### config.mk
export PLATFORM = sky130hd
export DESIGN_NAME = dtm_core
export DESIGN_NICKNAME = d
export VERILOG_FILES = /design/src/hdl/dtm_pkg.sv /design/src/hdl/dtm_core.sv
export SDC_FILE = /design/constraint.sdc
export NUM_CORES = 1
export LEC_CHECK = 0
export ABC_AREA = 1
export BUFFER_PORTS_ARGS = -buffer_cell sky130_fd_sc_hd__buf_2
export CORE_UTILIZATION = 58
export CTS_CLUSTER_DIAMETER = 30
export DETAILED_ROUTE_END_ITERATION = 10
export PLACE_DENSITY = 0.78
export SLEW_MARGIN = 15
export SYNTH_ARGS = -nofsm -noshare
export SYNTH_HDL_FRONTEND = slang
export SYNTH_SLANG_ARGS = --single-unit
### constraint.sdc
create_clock -name clk -period 3.7 [get_ports clk]
set_clock_uncertainty 0.2 [all_clocks]
set_input_delay 0.185 -clock clk [delete_from_list [all_inputs] [get_ports clk]]
set_output_delay 0.185 -clock clk [all_outputs]
set_load 0.01 [all_outputs]
### src/hdl/dtm_pkg.sv
// Constants, register map and types of the dual temperature monitor core.
// Functional notes
// RULE_01 - Either bus line low beyond the timeout resets the slave and releases data.
// RULE_02 - Local reading compares with the shared local limit; masks gate both alerts.
// RULE_03 - Remote reading compares with its own critical and overtemp limits, masked.
// RULE_04 - Status register one shows comparison results whether or not alerts are masked.
// RULE_05 - Both alert outputs are open-drain, pulled low only while asserted.
// RULE_06 - With the filter on, comparisons use the filtered remote reading.
// RULE_07 - Standby stops periodic conversions; the bus slave keeps working.
// RULE_08 - In standby a one-shot write runs one full round; data is dropped.
// RULE_09 - Readings are left-justified 16-bit words in two byte registers.
// RULE_10 - Remote reading offered at once as 13-bit unsigned and signed.
// RULE_11 - Lowest two remote bits read zero unless the filter is on.
// RULE_12 - Limits are unsigned whole degrees: local 7 bits, remote 8 bits.
// RULE_13 - Busy bit seven of status one is high only during conversion.
// RULE_14 - Local and remote conversions alternate; registers update after each round; the local reading updates when its channel ends.
// RULE_15 - Rate setting only adds idle time; a round converts within 72 ms.
// RULE_16 - Readings show zero degrees until the first round completes; the local reading updates when its first channel ends.
// RULE_17 - Reset values: pointer 00h, rate 02h, limits 55h/55h/6Eh, offsets 00h.
// RULE_18 - Configuration one resets to 00h: converting, all masks clear.
// RULE_19 - Configuration two resets to 1Fh: filter on, pin is address input.
// RULE_20 - Slave only: clock is never driven or stretched, only data driven.
// RULE_21 - One 7-bit slave address chosen by a three-level address pin.
// RULE_22 - Addresses 18h, 29h, 4Ch; only 4Ch when the pin drives overtemp.
// RULE_23 - Filter code 00 is off, 11 on; 01 and 10 are reserved.
// RULE_24 - Readings may be read any time and give the last completed result.
// RULE_25 - Alerts OR all unmasked hits; release uses the shared hysteresis.
package dtm_pkg;
    // Read offsets.
    localparam logic [7:0] OFS_LOCAL_MSB  = 8'h00;
    localparam logic [7:0] OFS_LOCAL_LSB  = 8'h10;
    localparam logic [7:0] OFS_RSGN_MSB   = 8'h01;
    localparam logic [7:0] OFS_RSGN_LSB   = 8'h11;
    localparam logic [7:0] OFS_RUNS_MSB   = 8'h31;
    localparam logic [7:0] OFS_RUNS_LSB   = 8'h32;
    localparam logic [7:0] OFS_STATUS_ONE = 8'h02;
    localparam logic [7:0] OFS_CFG_ONE_RD = 8'h03;
    localparam logic [7:0] OFS_RATE_RD    = 8'h04;
    // Write offsets; the remaining registers share one offset for both.
    localparam logic [7:0] OFS_CFG_ONE_WR = 8'h09;
    localparam logic [7:0] OFS_RATE_WR    = 8'h0a;
    localparam logic [7:0] OFS_ONE_SHOT   = 8'h0f;
    localparam logic [7:0] OFS_R_OVT_LIM  = 8'h07;
    localparam logic [7:0] OFS_R_CRIT_LIM = 8'h19;
    localparam logic [7:0] OFS_L_LIM      = 8'h20;
    localparam logic [7:0] OFS_HYST       = 8'h21;
    localparam logic [7:0] OFS_OFFS_HI    = 8'h14;
    localparam logic [7:0] OFS_OFFS_LO    = 8'h15;
    localparam logic [7:0] OFS_CFG_TWO    = 8'hbf;
    // Reset values.
    localparam logic [7:0] RST_POINTER    = 8'h00;
    localparam logic [7:0] RST_RATE       = 8'h02;
    localparam logic [7:0] RST_R_OVT_LIM  = 8'h55;
    localparam logic [6:0] RST_L_LIM      = 7'h55;
    localparam logic [7:0] RST_R_CRIT_LIM = 8'h6e;
    localparam logic [7:0] RST_OFFS       = 8'h00;
    localparam logic [7:0] RST_CFG_ONE    = 8'h00;
    localparam logic [7:0] RST_CFG_TWO    = 8'h1f;
    localparam logic [7:0] RST_HYST       = 8'h0a;
    // Configuration one bits (mask set means the alert ignores that hit).
    localparam int CF1_L_CRIT_MASK = 0;
    localparam int CF1_L_OVT_MASK  = 2;
    localparam int CF1_R_OVT_MASK  = 3;
    localparam int CF1_R_CRIT_MASK = 4;
    localparam int CF1_STANDBY     = 6;
    // Configuration two bits.
    localparam int CF2_PIN_IS_ADDR = 0;
    localparam int CF2_FILTER_LO   = 1;
    localparam int CF2_FILTER_HI   = 2;
    // Slave addresses for the three address pin levels.
    localparam logic [6:0] ADDR_LOW  = 7'h18;
    localparam logic [6:0] ADDR_MID  = 7'h29;
    localparam logic [6:0] ADDR_HIGH = 7'h4c;
    localparam logic [1:0] PIN_LOW   = 2'h0;
    localparam logic [1:0] PIN_MID   = 2'h1;
    // Times and derived cycle counts at a 10 MHz clock.
    localparam int CLK_KHZ    = 10000;
    localparam int TIMEOUT_MS = 25;
    localparam int CONV_MS    = 72;
    localparam int ROUND_MS   = 1000;
    localparam int TIMEOUT_CYC = TIMEOUT_MS * CLK_KHZ;
    localparam int CONV_CYC    = CONV_MS * CLK_KHZ;
    localparam int ROUND_CYC   = ROUND_MS * CLK_KHZ;

    typedef enum logic [5:0] {
        SB_IDLE  = 6'h01, SB_ADDR = 6'h02, SB_ACK   = 6'h04,
        SB_RX    = 6'h08, SB_TX   = 6'h10, SB_TXACK = 6'h20
    } dtm_bus_state_t;

    typedef enum logic [2:0] {
        SQ_IDLE = 3'h1, SQ_LOCAL = 3'h2, SQ_REMOTE = 3'h4
    } dtm_seq_state_t;

    // Comparison results, kept together because status and alerts share them.
    typedef struct packed {
        logic local_hit;
        logic rem_crit_hit;
        logic rem_ovt_hit;
    } dtm_hits_t;
endpackage : dtm_pkg

### src/hdl/dtm_core.sv
// Bus slave, register file, conversion sequencer and alert logic.
`timescale 1ns/1ps
`default_nettype none
module dtm_core
    import dtm_pkg::*;
#(
    parameter int TIMEOUT_CYCLES = TIMEOUT_CYC,
    parameter int CONV_CYCLES    = CONV_CYC,
    parameter int ROUND_CYCLES   = ROUND_CYC
) (
    input  wire logic               clk,
    input  wire logic               rst,
    input  wire logic               scl_in,
    input  wire logic               sda_in,
    output logic                    sda_out,
    output logic                    sda_oe,
    input  wire logic [1:0]         address_select_pin,
    input  wire logic signed [10:0] local_sample,
    input  wire logic signed [13:0] remote_sample,
    output logic                    frontend_en,
    output logic                    critical_alert_oe,
    output logic                    overtemp_alert_oe
);
    localparam int CONV_HALF = CONV_CYCLES / 2;

    // Pin synchronisers; stage three only feeds the edge detectors.
    logic scl_s1, scl_s2, scl_s3, sda_s1, sda_s2, sda_s3;
    logic [1:0] pin_s1, pin_s2;
    always_ff @(posedge clk) begin
        scl_s1 <= scl_in;
        scl_s2 <= scl_s1;
        scl_s3 <= scl_s2;
        sda_s1 <= sda_in;
        sda_s2 <= sda_s1;
        sda_s3 <= sda_s2;
        pin_s1 <= address_select_pin;
        pin_s2 <= pin_s1;
    end

    wire scl_rise  = scl_s2 & ~scl_s3;
    wire scl_fall  = ~scl_s2 & scl_s3;
    wire bus_start = scl_s2 & scl_s3 & sda_s3 & ~sda_s2;
    wire bus_stop  = scl_s2 & scl_s3 & ~sda_s3 & sda_s2;

    // Registers written by the host.
    logic [7:0] cfg_one, cfg_two, rate, r_ovt_lim, r_crit_lim, hyst;
    logic [7:0] offs_hi, offs_lo, pointer;
    logic [6:0] l_lim;
    logic       oneshot_req;

    // Address follows the pin live; it is not latched.
    wire pin_is_addr = cfg_two[CF2_PIN_IS_ADDR];
    wire [6:0] slave_addr = !pin_is_addr ? ADDR_HIGH :
                            (pin_s2 == PIN_LOW) ? ADDR_LOW :
                            (pin_s2 == PIN_MID) ? ADDR_MID :
                            ADDR_HIGH; // RULE_21 RULE_22

    // Stuck-line timeouts, one per line; a long run of zero bits holds data
    // low and times out even with a toggling clock. Each saturates,
    // keeping the slave idle until its line is released.
    logic [24:0] scl_lo_cnt, sda_lo_cnt;
    wire scl_to = (scl_lo_cnt == 25'(TIMEOUT_CYCLES - 1));
    wire sda_to = (sda_lo_cnt == 25'(TIMEOUT_CYCLES - 1));
    wire to_hit = scl_to | sda_to;
    always_ff @(posedge clk) begin
        if (rst || scl_s2) begin
            scl_lo_cnt <= '0;
        end else if (!scl_to) begin
            scl_lo_cnt <= scl_lo_cnt + 25'h1; // RULE_01
        end
    end
    always_ff @(posedge clk) begin
        if (rst || sda_s2) begin
            sda_lo_cnt <= '0;
        end else if (!sda_to) begin
            sda_lo_cnt <= sda_lo_cnt + 25'h1; // RULE_01
        end
    end

    // Byte level slave engine; clock is only ever sampled, never driven.
    dtm_bus_state_t sb;
    logic [3:0] bit_cnt;
    logic [7:0] shreg, txsh;
    logic       rw, first;
    logic [7:0] rd_byte;
    wire wr_stb = (sb == SB_RX) && scl_fall && (bit_cnt == 4'h8) && !first;
    always_ff @(posedge clk) begin
        if (rst) begin
            sb <= SB_IDLE;
            sda_oe <= 1'b0;
            bit_cnt <= 4'h0;
            shreg <= 8'h00;
            txsh <= 8'h00;
            rw <= 1'b0;
            first <= 1'b0;
            pointer <= RST_POINTER; // RULE_17
        end else if (to_hit || bus_stop) begin
            sb <= SB_IDLE; // RULE_01
            sda_oe <= 1'b0; // RULE_01
        end else if (bus_start) begin
            sb <= SB_ADDR;
            sda_oe <= 1'b0;
            bit_cnt <= 4'h0;
            first <= 1'b1;
        end else begin
            case (sb)
                SB_ADDR, SB_RX: begin
                    if (scl_rise) begin
                        shreg <= {shreg[6:0], sda_s2};
                        bit_cnt <= bit_cnt + 4'h1;
                    end else if (scl_fall && bit_cnt == 4'h8) begin
                        bit_cnt <= 4'h0;
                        if (sb == SB_RX) begin
                            sb <= SB_ACK;
                            sda_oe <= 1'b1;
                            first <= 1'b0;
                            if (first) begin
                                pointer <= shreg;
                            end
                        end else if (shreg[7:1] == slave_addr) begin
                            sb <= SB_ACK; // RULE_21
                            sda_oe <= 1'b1;
                            rw <= shreg[0];
                        end else begin
                            sb <= SB_IDLE;
                        end
                    end
                end
                SB_ACK: begin
                    if (scl_fall && rw) begin
                        sb <= SB_TX;
                        txsh <= rd_byte;
                        sda_oe <= ~rd_byte[7];
                        bit_cnt <= 4'h0;
                    end else if (scl_fall) begin
                        sb <= SB_RX;
                        sda_oe <= 1'b0;
                    end
                end
                SB_TX: begin
                    if (scl_fall && bit_cnt == 4'h7) begin
                        sb <= SB_TXACK;
                        sda_oe <= 1'b0;
                    end else if (scl_fall) begin
                        txsh <= {txsh[6:0], 1'b0};
                        sda_oe <= ~txsh[6];
                        bit_cnt <= bit_cnt + 4'h1;
                    end
                end
                SB_TXACK: begin
                    if (scl_rise) begin
                        sb <= sda_s2 ? SB_IDLE : SB_ACK;
                    end
                end
                default: sb <= SB_IDLE;
            endcase
        end
    end

    // The pin level is always low; only its enable moves.
    always_ff @(posedge clk) begin
        sda_out <= 1'b0; // RULE_20
    end

    // Host writes; read-only offsets and unmapped offsets are ignored.
    always_ff @(posedge clk) begin
        if (rst) begin
            cfg_one <= RST_CFG_ONE; // RULE_18
            cfg_two <= RST_CFG_TWO; // RULE_19
            rate <= RST_RATE;
            r_ovt_lim <= RST_R_OVT_LIM;
            r_crit_lim <= RST_R_CRIT_LIM;
            l_lim <= RST_L_LIM; // RULE_17
            hyst <= RST_HYST;
            offs_hi <= RST_OFFS;
            offs_lo <= RST_OFFS;
        end else if (wr_stb) begin
            if (pointer == OFS_CFG_ONE_WR) cfg_one <= shreg;
            if (pointer == OFS_CFG_TWO) cfg_two <= shreg;
            if (pointer == OFS_RATE_WR) rate <= shreg; // RULE_15
            if (pointer == OFS_R_OVT_LIM) r_ovt_lim <= shreg;
            if (pointer == OFS_R_CRIT_LIM) r_crit_lim <= shreg;
            if (pointer == OFS_L_LIM) l_lim <= shreg[6:0]; // RULE_12
            if (pointer == OFS_HYST) hyst <= shreg;
            if (pointer == OFS_OFFS_HI) offs_hi <= shreg;
            if (pointer == OFS_OFFS_LO) offs_lo <= shreg;
        end
    end

    // Conversion sequencer.
    dtm_seq_state_t sq;
    logic [18:0] conv_cnt;
    logic [25:0] round_cnt;
    logic signed [10:0] local_temp;
    logic signed [13:0] rem_temp, filt;
    logic       upd;
    dtm_hits_t  hits;
    wire standby = cfg_one[CF1_STANDBY];
    wire filt_on = cfg_two[CF2_FILTER_HI] & cfg_two[CF2_FILTER_LO]; // RULE_23
    wire [25:0] period = 26'(ROUND_CYCLES * 4) >> rate[1:0];
    wire ch_done = (conv_cnt == 19'(CONV_HALF - 1));
    wire go = (sq == SQ_IDLE) &&
              (oneshot_req || (!standby && round_cnt >= period)); // RULE_07
    wire oneshot_wr = wr_stb && (pointer == OFS_ONE_SHOT) && standby;
    wire signed [14:0] fdiff = 15'(remote_sample) - 15'(filt);
    wire signed [13:0] filt_next = filt + 14'(fdiff >>> 2);

    // A one-shot write landing with go still wins the next round.
    always_ff @(posedge clk) begin
        if (rst) begin
            oneshot_req <= 1'b0;
        end else begin
            oneshot_req <= oneshot_wr | (oneshot_req & ~go); // RULE_08
        end
    end

    // First round starts right after reset; round counter saturates.
    always_ff @(posedge clk) begin
        if (rst) begin
            sq <= SQ_IDLE;
            conv_cnt <= '0;
            round_cnt <= '1;
        end else begin
            conv_cnt <= (sq == SQ_IDLE || ch_done) ? '0 : conv_cnt + 19'h1;
            if (go) round_cnt <= '0;
            else if (round_cnt != '1) round_cnt <= round_cnt + 26'h1;
            case (sq)
                SQ_IDLE: if (go) sq <= SQ_LOCAL; // RULE_08
                SQ_LOCAL: if (ch_done) sq <= SQ_REMOTE; // RULE_14
                SQ_REMOTE: if (ch_done) sq <= SQ_IDLE; // RULE_15
                default: sq <= SQ_IDLE;
            endcase
        end
    end

    // Results land at the end of each channel; zero until the first one.
    always_ff @(posedge clk) begin
        if (rst) begin
            local_temp <= '0; // RULE_16
            rem_temp <= '0; // RULE_16
            filt <= '0;
            upd <= 1'b0;
        end else begin
            upd <= (sq == SQ_REMOTE) && ch_done; // RULE_14
            if (sq == SQ_LOCAL && ch_done) local_temp <= local_sample;
            if (sq == SQ_REMOTE && ch_done) begin
                filt <= filt_on ? filt_next : remote_sample;
                rem_temp <= filt_on ? filt_next
                          : {remote_sample[13:2], 2'b00}; // RULE_06 RULE_11
            end
        end
    end

    // Hysteresis comparison: set above limit, clear at limit minus hyst.
    function automatic logic hit_f(input logic signed [9:0] t,
                                   input logic [7:0] lim,
                                   input logic was);
        logic signed [9:0] thr;
        thr = was ? 10'({2'b00, lim}) - 10'({2'b00, hyst})
                  : 10'({2'b00, lim});
        return t > thr;
    endfunction : hit_f

    // Whole degrees with the sign carried, so cold readings stay negative.
    wire signed [9:0] loc_deg = {{2{local_temp[10]}}, local_temp[10:3]};
    wire signed [9:0] rem_deg = {rem_temp[13], rem_temp[13:5]};

    always_ff @(posedge clk) begin
        if (rst) begin
            hits <= '0;
        end else if (upd) begin
            hits.local_hit <= hit_f(loc_deg, {1'b0, l_lim},
                                    hits.local_hit); // RULE_02 RULE_25
            hits.rem_crit_hit <= hit_f(rem_deg, r_crit_lim,
                                       hits.rem_crit_hit); // RULE_03
            hits.rem_ovt_hit <= hit_f(rem_deg, r_ovt_lim,
                                      hits.rem_ovt_hit); // RULE_03 RULE_06
        end
    end

    // Alerts OR the unmasked hits, overtemp only while the pin is not the address input; pins are pulled low by raising enables.
    wire crit_on = (hits.local_hit & ~cfg_one[CF1_L_CRIT_MASK]) |
                   (hits.rem_crit_hit & ~cfg_one[CF1_R_CRIT_MASK]); // RULE_25
    wire ovt_on = (hits.local_hit & ~cfg_one[CF1_L_OVT_MASK]) |
                  (hits.rem_ovt_hit & ~cfg_one[CF1_R_OVT_MASK]); // RULE_25
    always_ff @(posedge clk) begin
        if (rst) begin
            critical_alert_oe <= 1'b0;
            overtemp_alert_oe <= 1'b0;
            frontend_en <= 1'b0;
        end else begin
            critical_alert_oe <= crit_on; // RULE_05
            overtemp_alert_oe <= ovt_on & ~pin_is_addr; // RULE_05 RULE_22
            frontend_en <= (sq != SQ_IDLE) || go; // RULE_07
        end
    end

    // Read formats: signed clamps above 127.97 C, unsigned clamps below 0 C.
    wire [12:0] rem_sgn = (!rem_temp[13] && rem_temp[12]) ? 13'h0fff
                          : rem_temp[12:0];
    wire [12:0] rem_uns = rem_temp[13] ? 13'h0000 : rem_temp[12:0];
    wire [7:0] status_byte = {sq != SQ_IDLE, 2'b00, hits.rem_crit_hit,
                              hits.rem_ovt_hit, 2'b00, hits.local_hit};
    assign rd_byte =
        (pointer == OFS_LOCAL_MSB)  ? local_temp[10:3] :
        (pointer == OFS_LOCAL_LSB)  ? {local_temp[2:0], 5'h00} : // RULE_09
        (pointer == OFS_RSGN_MSB)   ? rem_sgn[12:5] :
        (pointer == OFS_RSGN_LSB)   ? {rem_sgn[4:0], 3'h0} : // RULE_10
        (pointer == OFS_RUNS_MSB)   ? rem_uns[12:5] :
        (pointer == OFS_RUNS_LSB)   ? {rem_uns[4:0], 3'h0} : // RULE_24
        (pointer == OFS_STATUS_ONE) ? status_byte : // RULE_04 RULE_13
        (pointer == OFS_CFG_ONE_RD) ? cfg_one :
        (pointer == OFS_RATE_RD)    ? rate :
        (pointer == OFS_CFG_TWO)    ? cfg_two :
        (pointer == OFS_R_OVT_LIM)  ? r_ovt_lim :
        (pointer == OFS_R_CRIT_LIM) ? r_crit_lim :
        (pointer == OFS_L_LIM)      ? {1'b0, l_lim} :
        (pointer == OFS_HYST)       ? hyst :
        (pointer == OFS_OFFS_HI)    ? offs_hi :
        (pointer == OFS_OFFS_LO)    ? offs_lo : 8'h00;
endmodule : dtm_core
`default_nettype wire

==> run metrics <==
initial antenna violation count=0; worst vdd rail ir drop=about 0.67 mV; Final WS setup=0.1541 ns; post-layout util=71.57%; remaining global-route overflow=0; final setup TNS=0 ns; Clock Tree Buf Depth=3; Post-Synthesis Cells=2,181; setup slack after placement=between 0.02 and 0.03 ns; Initial Util=between 50% and 60%; actual slew at the worst max-slew pin=approximately 1.1 ns; Yosys warnings=0; total power draw=approximately 9.6 mW; number of global-route vias before repair=between 10k and 15k; IO Count=36; First-pass DRT Iterations=6; Slew Limit Fails=0; compound-gate portion of the synthesized area=about 18%; worst-skew pair later-pin latency=about 0.57 ns; minimum clock period=about 3.5 ns; largest family of logic cells by synthesized area=simple AND/OR/NAND/NOR gates; Synthesized Nets=approximately 2.3k; CP Max Fanout=4; Root Driver=clkbuf_16; static leakage=7.935 nW; Synth Area in XOR/XNOR=approximately 2.0%; Routed Antenna Nets=0; CP Class=reg2reg; multi-input logic area=approximately 9000 sq um; max frequency=approximately 280 MHz; DIE WIDTH=163.4 microns; Post-DP HPWL=just over 30,000 microns; Final period util=95.83%; power per cell area=~530 nW/um^2; Clk pin slew, worst setup/hold paths=around 0.05 ns; Synth Cell Area=15,100 sq um; critical path arrival=3.81 ns; post-synthesis sequential area ratio=between 30% and 40%; Post-Route WL=between 40,000 and 50,000 microns; Syn Area/Cell=roughly 6.9 sq um; die area=26,680 sq um; Yosys reg bits=250; post-synthesis cell type count=61; final hold violation count=0; Layout Cells excl Fill=roughly 2.7k; Port Buf Inserts=34; WHS=~0.067 ns; nets@finish=between 2k and 2.5k; Worst Path Required=~4.0 ns; prevailing post-synth register cell=dfxtp_1; Layout Area Growth over Synthesis=20.03%; Post-Place Cell Area=roughly 16,000 sq um; worst hold path type=in2reg; count of maximum capacitance violations=0; # DRC=0; gp weighted congestion=0.9851; diode count=0; DRT iter0 DRCs=between 1k and 1.5k; via count=14.98k; Rows=58; Die Height=approximately 160 microns; Synth Area in Simple Gates=~28%; clock buffer count from CTS=55; Post-synth EDFFs=0; endpoints failing setup=0; total clock sinks=250; htree depth=2; first-pass GRT wire length=67,490 microns; drt wl/cell=~16 microns; post-placement cell count=approximately 2.5k; Critical Path Start Type=flop; Rel. slew slack=a little over a quarter; core footprint=about 25,000 sq um; All-Layer GR Usage=approximately a third; share of cells above drive strength 1=11.95%; post-synthesis adder-cell area fraction=around a tenth; largest net degree at the start of global routing=between 100 and 150; Crit. End Element=flop; DR vias/cell=between 5 and 6; Final Cell Area=between 15,000 and 20,000 sq um; Fillers=about 2.0k; CTS tree=done; ys async rst share=0%; outcome=finished, final reports clean; mux contribution to synthesized area=less than 1%; FF/Latch Area=5012 sq um
metal layers:
layer  global-route usage, %  vias to the layer above  share of wire (%)
met2                   54.51                      502                 47
met3                   4.672                      141                5.5
met4                   14.91                        0                4.5
met5                       0                        -                  0
li1                        -                     7490                  -
met1                   37.82                     6848                 43
synth_stat cells, drive strengths merged (5+ instances only):
cell type	number	area share, %
nand4	43	1.9
clkbuf	31	0.77
nor3	64	2.4
or2	18	0.75
a31oi	6	0.25
nand2	412	10
xor2	26	1.5
nor2	289	7.9
a22oi	5	0.25
o21a	6	0.30
nor3b	6	0.30
dfxtp	250	33
buf	21	0.84
xnor2	9	0.52
ha	107	8.9
a21oi	189	6.3
o211ai	34	1.7
a211oi	37	2.0
o21ai	160	5.3
clkinv	5	0.12
nor4	16	0.80
inv	298	7.4
nand3	107	3.6
flip-flops by register name, indices dropped and copies added, names as in the netlist, 11 cells and up:
signal / cells
round_cnt: 26
conv_cnt: 19
sda_lo_cnt: 25
scl_lo_cnt: 25
rem_temp: 14
local_temp: 11
cell families after synthesis:
kind of cell,count (synthesis)
compound gates,470
fa+ha+maj,111
other cells,1
buf+inv,355
flops,250
mux,3
xor+xnor,35
simple gates,956
final timing paths:
kind | from | end | slack (ns) | depth (start not counted)
hold / removal | scl_in | scl_s1 | 0.07 | 2
setup reg to reg | filt[1] | rem_temp[12] | 0.15 | 23
hold reg to reg | pin_s1[1] | pin_s2[1] | 0.12 | 0
setup / recovery | filt[1] | rem_temp[12] | 0.15 | 23
where the power goes:
part,switching [mW],internal [mW]
sequential,0.204,2.87
combinational,0.832,0.497
clock,1.57,3.63
total,2.60,7.00
cell type report:
type                       count  area share [%]
multi-input combinational   1576           48.74
clock inverter                29           2.547
tap                          330           2.278
timing repair buffer          95           3.914
inverter                     303           6.295
sequential                   250           27.65
clock buffer                  73           8.573
repair_timing:
action	4_1_cts	5_1_grt
hold endpoints to repair	40	0
pin swaps	0	13
hold buffers	31	0
buffers inserted	0	8
endpoints found under the setup margin	1	7
gates resized for setup	1	36
cell usage in the layout (no fill, tap or decap), types with 31 or more instances in the layout:
master / count
ha_1: 104
dlygate4sd3_1: 31
clkbuf_16: 55
nor3_1: 54
a211oi_1: 32
o211ai_1: 34
nor2_1: 260
nand4_1: 40
dfxtp_1: 244
inv_1: 279
buf_2: 34
nand2_1: 401
o21ai_0: 154
a21oi_1: 181
nand3_1: 103
critical path, stage by stage (launching register included):
cell and delay (ns):
dfxtp_2 0.32, inv_1 0.05, ha_1 0.28, a21oi_2 0.19
inv_2 0.08, a21oi_2 0.16, inv_1 0.08, a21oi_2 0.15
o21bai_1 0.11, a21oi_1 0.19, xnor2_1 0.10, ha_1 0.32
buf_6 0.12, nand2_1 0.06, nor2_2 0.11, nand3_1 0.10
o2111ai_2 0.09, nand2_1 0.09, inv_2 0.05, nor2_1 0.03
o21bai_1 0.17, xor2_1 0.16, o21ai_1 0.07, a21oi_1 0.15
Note: power is estimated with default switching activity, not from simulation.
